## config.mk

```make
export PLATFORM = sky130hd
export DESIGN_NAME = four_bit_bidir_port
export DESIGN_NICKNAME = d
export VERILOG_FILES = /design/src/verilog/port_pkg.sv /design/src/verilog/four_bit_bidir_port.sv /design/src/verilog/pin_sync.sv
export SDC_FILE = /design/constraint.sdc
export NUM_CORES = 1
export LEC_CHECK = 0
export BUFFER_PORTS_ARGS = -buffer_cell sky130_fd_sc_hd__buf_2
export CAP_MARGIN = 20
export CORE_ASPECT_RATIO = 0.9
export CORE_MARGIN = 8
export CORE_UTILIZATION = 42
export CTS_CLUSTER_DIAMETER = 100
export DETAILED_ROUTE_END_ITERATION = 8
export PLACE_DENSITY = 0.84
export SLEW_MARGIN = 10
export SYNTH_ARGS = -nofsm -noshare
export SYNTH_HDL_FRONTEND = slang
export SYNTH_HIERARCHICAL = 1
export SYNTH_SLANG_ARGS = --single-unit
```

## constraint.sdc

```tcl
create_clock -name pclk -period 2.85 [get_ports pclk]
set_clock_uncertainty 0.2 [all_clocks]
set_input_delay 0.855 -clock pclk [delete_from_list [all_inputs] [get_ports pclk]]
set_output_delay 0.855 -clock pclk [all_outputs]
set_load 0.005 [all_outputs]
```

## src/verilog/port_pkg.sv

```systemverilog
// shared constants for the four-pin general-purpose port
package port_pkg;

  // ------------------------------------------------------------
  // register map (byte addresses on the apb bus)
  // ------------------------------------------------------------
  localparam logic [11:0] ADDR_PIN_DATA   = 12'h000;
  localparam logic [11:0] ADDR_DIRECTION  = 12'h004;
  localparam logic [11:0] ADDR_ANALOG_SEL = 12'h008;
  localparam logic [11:0] ADDR_CONFIG     = 12'h00C;

  // ------------------------------------------------------------
  // field layout and reset values
  // ------------------------------------------------------------
  localparam int          NUM_PINS          = 4;
  localparam int          NUM_BIDIR         = 3;
  localparam int          INPUT_ONLY_BIT    = 3;
  localparam int          CFG_RESET_PIN_BIT = 0;
  localparam int          CFG_FULL_BIT      = 1;
  localparam logic [2:0]  DIR_RESET         = 3'h7;
  localparam logic [2:0]  ANALOG_RESET      = 3'h7;
  localparam logic [2:0]  LATCH_RESET       = 3'h0;
  localparam logic        RESET_PIN_RESET   = 1'h0;
  localparam logic        FULL_PART_DEFAULT = 1'h1;

  // ------------------------------------------------------------
  // bus access states
  // ------------------------------------------------------------
  typedef enum logic [1:0] {
    ST_IDLE   = 2'b00,
    ST_SETUP  = 2'b01,
    ST_ACCESS = 2'b10
  } apb_state_e;

endpackage

```

## src/verilog/four_bit_bidir_port.sv

```systemverilog
// four-pin general-purpose port with apb register access
// Operation
// - four pins; data and direction registers hold one bit per pin
// - direction bit one puts that pin's driver in high impedance
// - direction bit zero drives the pin from the output latch
// - pin 3 is input only; its direction bit reads one always
// - data read returns pin levels; data write updates the latch only
// - data writes load the latch straight from pwdata; no sampled levels merged
// - pin 3 reads zero while the reset-pin function is enabled
// - direction bits still control drivers of analog-selected pins
// - analog-selected pins read zero on digital reads
// - bits 7 to 4 of data and direction read zero, ignore writes
// - direction bits 2 to 0 are read/write and reset to one
// - on the small variant bidir pins and their bits read zero
// - analog select bits reset to one; set disables digital input
`timescale 1ns/1ps
`default_nettype none
module four_bit_bidir_port
  import port_pkg::*;
#(
  parameter logic FULL_PART = port_pkg::FULL_PART_DEFAULT
) (
  input  wire logic                         pclk,
  input  wire logic                         presetn,
  input  wire logic                         psel,
  input  wire logic                         penable,
  input  wire logic                         pwrite,
  input  wire logic [11:0]                  paddr,
  input  wire logic [31:0]                  pwdata,
  input  wire logic [3:0]                   pstrb,
  output logic      [31:0]                  prdata,
  output logic                              pready,
  output logic                              pslverr,
  input  wire logic [port_pkg::NUM_PINS-1:0]  pin_in,
  output logic      [port_pkg::NUM_BIDIR-1:0] pin_out,
  output logic      [port_pkg::NUM_BIDIR-1:0] pin_oe
);
  import port_pkg::*;

  // ------------------------------------------------------------
  // storage
  // ------------------------------------------------------------
  logic [NUM_BIDIR-1:0] out_latch;
  logic [NUM_BIDIR-1:0] dir_bits;
  logic [NUM_BIDIR-1:0] analog_sel;
  logic                 reset_pin_enable;
  logic [NUM_BIDIR-1:0] next_out_latch;
  logic [NUM_BIDIR-1:0] next_dir_bits;
  logic [NUM_BIDIR-1:0] next_analog_sel;
  logic                 next_reset_pin_enable;
  logic [31:0]          next_prdata;
  logic                 next_pslverr;
  logic [NUM_PINS-1:0]  pin_sync_lvl;
  logic [NUM_PINS-1:0]  pin_read;
  logic                 wr_take;
  logic                 rd_take;
  logic                 hit;

  initial begin
    if (NUM_PINS != NUM_BIDIR + 1) $error("port needs one input-only pin");
  end

  // ------------------------------------------------------------
  // pin synchroniser
  // ------------------------------------------------------------
  pin_sync #(
    .WIDTH (NUM_PINS)
  ) u_sync (
    .pclk     (pclk),
    .presetn  (presetn),
    .async_in (pin_in),
    .sync_out (pin_sync_lvl)
  );

  // ------------------------------------------------------------
  // pin drivers and read-back
  // ------------------------------------------------------------
  genvar g;
  generate
    for (g = 0; g < NUM_BIDIR; g++) begin : g_pin
      // driver follows direction regardless of analog select
      assign pin_oe[g]  = FULL_PART & ~dir_bits[g];
      assign pin_out[g] = FULL_PART & out_latch[g];
      // analog input forces digital read low
      assign pin_read[g] = FULL_PART & ~analog_sel[g] & pin_sync_lvl[g];
    end
  endgenerate

  assign pin_read[INPUT_ONLY_BIT] = ~reset_pin_enable & pin_sync_lvl[INPUT_ONLY_BIT];

  // ------------------------------------------------------------
  // apb slave, zero wait states
  // ------------------------------------------------------------
  assign pready  = 1'b1;
  assign hit     = (paddr == ADDR_PIN_DATA) || (paddr == ADDR_DIRECTION) ||
                   (paddr == ADDR_ANALOG_SEL) || (paddr == ADDR_CONFIG);
  assign wr_take = psel & penable & pwrite & pstrb[0];
  assign rd_take = psel & ~penable & ~pwrite;

  always_comb begin
    next_out_latch        = out_latch;
    next_dir_bits         = dir_bits;
    next_analog_sel       = analog_sel;
    next_reset_pin_enable = reset_pin_enable;
    next_prdata           = prdata;
    next_pslverr          = 1'b0;
    if (wr_take) begin
      case (paddr)
        ADDR_PIN_DATA: begin
          // whole-byte write: every latch bit is modified, so the merge keeps none
          // of the sampled levels; bit 3 has no latch and is dropped
          next_out_latch = pwdata[NUM_BIDIR-1:0];
        end
        ADDR_DIRECTION:  next_dir_bits   = pwdata[NUM_BIDIR-1:0];
        ADDR_ANALOG_SEL: next_analog_sel = pwdata[NUM_BIDIR-1:0];
        ADDR_CONFIG:     next_reset_pin_enable = pwdata[CFG_RESET_PIN_BIT];
        default:         next_out_latch  = out_latch;
      endcase
    end
    if (rd_take) begin
      case (paddr)
        ADDR_PIN_DATA:   next_prdata = {28'h0000000, pin_read};
        ADDR_DIRECTION:  next_prdata = {28'h0000000, 1'b1,
                                        dir_bits & {NUM_BIDIR{FULL_PART}}};
        ADDR_ANALOG_SEL: next_prdata = {29'h00000000,
                                        analog_sel & {NUM_BIDIR{FULL_PART}}};
        ADDR_CONFIG:     next_prdata = {30'h00000000, FULL_PART, reset_pin_enable};
        default:         next_prdata = 32'h00000000;
      endcase
    end
    if (psel & ~penable) begin
      next_pslverr = ~hit;
    end
  end

  always_ff @(posedge pclk or negedge presetn) begin
    if (!presetn) begin
      out_latch        <= LATCH_RESET;
      dir_bits         <= DIR_RESET;
      analog_sel       <= ANALOG_RESET;
      reset_pin_enable <= RESET_PIN_RESET;
      prdata           <= 32'h00000000;
      pslverr          <= 1'b0;
    end else begin
      out_latch        <= next_out_latch;
      dir_bits         <= next_dir_bits;
      analog_sel       <= next_analog_sel;
      reset_pin_enable <= next_reset_pin_enable;
      prdata           <= next_prdata;
      pslverr          <= next_pslverr;
    end
  end
endmodule
`default_nettype wire

```

## src/verilog/pin_sync.sv

```systemverilog
// two-flop synchroniser for the pin levels
`timescale 1ns/1ps
`default_nettype none
module pin_sync #(
  parameter int WIDTH = 4
) (
  input  wire logic             pclk,
  input  wire logic             presetn,
  input  wire logic [WIDTH-1:0] async_in,
  output logic      [WIDTH-1:0] sync_out
);
  logic [WIDTH-1:0] stage1;
  logic [WIDTH-1:0] next_stage1;
  logic [WIDTH-1:0] next_sync_out;

  initial begin
    if (WIDTH < 1) $error("pin_sync width must be positive");
  end

  always_comb begin
    next_stage1   = async_in;
    next_sync_out = stage1;
  end

  always_ff @(posedge pclk or negedge presetn) begin
    if (!presetn) begin
      stage1   <= '0;
      sync_out <= '0;
    end else begin
      stage1   <= next_stage1;
      sync_out <= next_sync_out;
    end
  end
endmodule
`default_nettype wire

```

== Word-level counts from Yosys, hierarchy flattened ==
Cells that the tools add are included.
Storage, ports and cells
  output and inout bits: 40
  logic and storage cells: 40
  register bits: 51
Cells by class
  bitwise operators: 19
  reduce and logical (&&, ||, !) cells: 8
  equality and inequality tests: 3
  multiplexer cells: 2
Operators by type and width (number)
  12-bit by 4-bit equality test with 1-bit output, second input constant: 2
  4-bit case mux with 4 select lines: 1
  12-bit by 3-bit equality test with 1-bit output, second input constant: 1
  12-bit zero test: 1
  1-bit inverter: 10
  1-bit bitwise AND: 9
  2-bit AND reduction: 4
  1-bit logical OR: 3
  1-bit 2-to-1 mux: 1

== Depth between registers and ports, before layout ==
  depth after elaboration: 6
  gate-level depth with buffers: 4
  depth with buffers taken out: 3

== Cells and area by module ==
The synthesis kept the hierarchy.
Modules (own cells, without submodules)
  four_bit_bidir_port: cells an instance 95, instances 1, area each 1044.8 um^2, seq. area each 382.9 um^2
  pin_sync: cells an instance 8, instances 1, area each 200.2 um^2, seq. area each 200.2 um^2

== Least setup slack after synthesis ==
OpenSTA, ideal clock, no wires.
  path type: input port to flip-flop
  start: input port paddr[1]
  end: register out_latch[0], in the netlist pin_out[0]
  buffers on the path: 1
  stages: 4
  setup time: 0.125 ns
  setup slack: 0.154 ns
  arrival time: 2.371 ns
  path through: or4_4 -> buf_6 -> or4_4 -> mux2_4
Between the ends
  longest elaborated chain between the ends: 2
RTL lines
  start: declaration: RTL line four_bit_bidir_port.sv:28  | input wire logic [11:0] paddr,
  12-bit zero test: RTL line four_bit_bidir_port.sv:108  | case (paddr)
  2-bit AND reduction (no source line)
  end signal: assignment: RTL line four_bit_bidir_port.sv:145  | out_latch <= next_out_latch;
  end: declaration: RTL line four_bit_bidir_port.sv:43  | logic [NUM_BIDIR-1:0] out_latch;
No other way between the ends.
A chain may end at the register's enable or synchronous reset.

== Worst setup path after layout ==
  start: input port paddr[7]
  end: register analog_sel[1]
Between the ends
  longest elaborated chain between the ends: 2
RTL lines
  12-bit by 4-bit equality test with 1-bit output: RTL line four_bit_bidir_port.sv:108
  2-bit AND reduction (no source line)
  end signal: assignment: RTL line four_bit_bidir_port.sv:147  | analog_sel <= next_analog_sel;
  end: declaration: RTL line four_bit_bidir_port.sv:45  | logic [NUM_BIDIR-1:0] analog_sel;
No other way between the ends.

==> impl_metrics.py <==
metrics = {
    "clocking": {
        "worstSkewPairLatency_ps": 300,
        "clockBufferDepth": 2,
        "clkSlewWorstSetupHoldPaths_ps": 120,
        "cts_max_level": 1,
        "cts_inserted_buffers": 3,
        "clock-root-buffer": "clkbuf_4",
        "cts_tree": "yes",
        "post_cts_buffers": 0,
        "clock-sinks": 23,
        "cts_resized": 0,
        "hold_buffers": 0,
    },
    "synth": {
        "ys_top_cells_by_area": "dfrtp_1, buf_4, dfstp_2",
        "synthMuxAreaShare_pct": 11.8,
        "synthAdderAreaFrac_pct": 0,
        "avgSynthCellArea_um2": 12.1,
        "synthSimpleGateAreaFrac_pct": 14.5,
        "synth_top_area_cell": "dfrtp_1",
        "ys_ff_latch": 23,
        "synthCells": 103,
        "synth-compound-area-share_pct": 5.23,
        "synth_top_family_by_area": "buffers and inverters",
        "ys_types": 31,
        "synth_top_area_share_pct": 34.2,
        "yosysSeqAreaShare_pct": 46.8,
        "synth.cell_area_um2": 1240,
        "yosysWarnings": 6,
        "synth-xor-area-share_pct": 0,
    },
    "power_and_ir_drop": {
        "switching_share_pct": 24.2,
        "ir_worst_vdd_mv": 0.365,
        "p_int_mw": 0.409,
        "p_comb_share_pct": 10.3,
        "seqPwrFrac_pct": 62.1,
        "pwr-share-clk_pct": 27.6,
        "power.total_mw": 0.539,
        "powerDensity_nw_per_um2": 395,
        "p_leak_nw": 0.677,
        "p_sw_mw": 0.130,
    },
    "detailed_routing": {
        "dr.pass1.iters": 4,
        "drtIter0Drc": 25,
        "drcViolationCount": 0,
        "routed_wl_um": 2590,
        "via_per_inst": 4.46,
        "avgRoutedWirePerCell_um": 14.6,
        "antenna_left": 0,
        "vias": 790,
    },
    "layout": {
        "final_cells": 177,
        "drive_above_1_share_pct": 48.2,
        "area_delta_synth_final_pct": 9.65,
        "nNetsFinal": 195,
        "multi_input_area_um2": 500,
        "n_antenna_cell": 0,
        "fillers": 256,
        "seq_area_um2": 583,
    },
    "sta": {
        "fmax_mhz": 404,
        "drv_slew": 0,
        "post-route-period-util_pct": 86.8,
        "worst_slew_pin_slew_ps": 527,
        "rsz0062_at_grt": "false",
        "fin_crit_ps": 2470,
        "finalHoldViolCount": 0,
        "setup_viol": 0,
        "maxSlewHeadroom_pct": 64.6,
        "fin_tns_setup_ps": 0,
    },
    "placed_design": {
        "dp.cells": 173,
        "io_buffers": 35,
        "place.gp.congestion": 0.782,
    },
    "setup_path": {
        "reg2reg_from": "analog_sel[0]",
        "crit_fanout": 5,
        "startpoint": "paddr[7]",
        "cp_data_required_time_ps": 2890,
        "critPathLaunchType": "primary input",
        "worstPathArrival_ps": 2520,
        "critPathCaptureType": "flop",
        "crit_type": "in -> reg",
    },
    "floorplan": {
        "ios": 97,
        "fp.dieH_um": 67.7,
        "die_area_um2": 4960,
        "coreArea_um2": 2790,
        "row_count": 18,
        "die_w_um": 73.4,
        "start_util_pct": 44.6,
    },
    "outcome": {
        "run_status": "finished clean",
    },
    "global_routing": {
        "met3_usage_pct": 4.59,
        "grt.overflow.total": 0,
        "grt_max_degree": 24,
        "grt.total_usage_pct": 10.4,
        "antenna_found_initial": 0,
        "grt_pass1_wl_um": 4000,
        "grt_use_met1_pct": 10.8,
        "gr-usage-met2_pct": 18.6,
        "grt.busiest_layer": "met2",
        "grt_pass1_vias": 858,
    },
    "hold_path": {
        "hold_path_class": "reg -> reg",
        "min_from": "u_sync/next_sync_out[0]",
    },
    "run": {
        "drv_cap": 0,
    },
}
## state kept, by name, indices dropped and copies added (netlist names)
signal,cells
pin_out,3
prdata,4
reset_pin_enable,1
pslverr,1
u_sync/next_sync_out,4
u_sync/sync_out,4
analog_sel,3
dir_bits,3
## logic make-up after synthesis
group	count (synthesis)
DFF	23
and+or+nand+nor	21
muxes	11
other	2
AOI/OAI and AO/OA	8
buffers and inverters	38
## metrics by stage
stage	hold slack (ps)	area, um^2	setup WS, ps	util (%)
3_3_place_gp	131	1340	78.2	47.9
2_1_floorplan	131	1350	154	-
3_5_place_dp	141	1340	34.2	47.9
6_report	166	1370	375	48.9
5_1_grt	172	1370	330	48.9
4_1_cts	170	1370	368	48.9
## metal layers
metal  vias to the layer above  part of all wire (%)
met5                         -                     0
li1                        373                     -
met3                         2                    15
met1                       368                    38
met2                        47                    46
met4                         0                  0.19
## cells in the mapped netlist
cell       number
mux2_4          3
nor2b_1         1
or3b_2          1
dfstp_2         6
a22o_1          4
conb_1          2
buf_6           1
or4b_2          3
or2_2           1
and3b_1         1
nand4_1         1
buf_4          29
inv_1           4
nand2b_1        1
o211ai_1        1
or4_4           2
dfrtp_1        17
nor3b_1         1
mux2_2          7
clkbuf_1        1
nor4_2          2
nand4bb_1       1
nor3_1          1
or4_1           2
nor4_1          2
buf_2           3
mux4_2          1
nor4b_1         1
a311o_1         1
a211oi_1        1
o21ai_0         1
## power groups by stage
stage	logic, mW	registers, mW	clock network, mW
after CTS	0.0535	0.335	0.154
after global routing	0.0626	0.336	0.163
after detailed placement	0.0533	0.341	0
final	0.0554	0.335	0.149
after global placement	0.0508	0.340	0
after floorplan	0.0549	0.340	0
## critical path, cell delays in order
cell,delay (ps)
buf_2,90
or4_1,550
buf_4,180
nor4_2,450
mux2_2,390
## layout make-up
| class | count | area share (%) |
|---|---|---|
| flip-flops and latches | 23 | 42.7 |
| multi-input cells | 69 | 36.7 |
| repair buffers | 37 | 13.9 |
| well taps | 40 | 3.67 |
| clock buffers | 4 | 1.92 |
| inverters | 4 | 1.10 |
## placed cells by master, fill, tap and decap left out, types with 2 or more instances in the layout
| cell type | n |
|---|---|
| a22o_1 | 4 |
| buf_2 | 35 |
| buf_4 | 2 |
| clkbuf_4 | 3 |
| conb_1 | 29 |
| dfrtp_1 | 17 |
| dfstp_2 | 6 |
| inv_1 | 4 |
| mux2_2 | 7 |
| mux2_4 | 3 |
| nor4_1 | 2 |
| nor4_2 | 2 |
| or4_1 | 2 |
| or4_4 | 2 |
| or4b_2 | 3 |
## final timing paths
kind | end | depth (start not counted) | slack, ps
setup / recovery | analog_sel[1] | 5 | 380
hold / removal | u_sync/sync_out[0] | 0 | 170
setup reg to reg | prdata[0] | 3 | 1280
hold reg to reg | u_sync/sync_out[0] | 0 | 170
max in group asynchronous | analog_sel[1] | 1 | 1790
min in group asynchronous | u_sync/next_sync_out[0] | 1 | 300
Note: power is estimated with default switching activity, not from simulation.
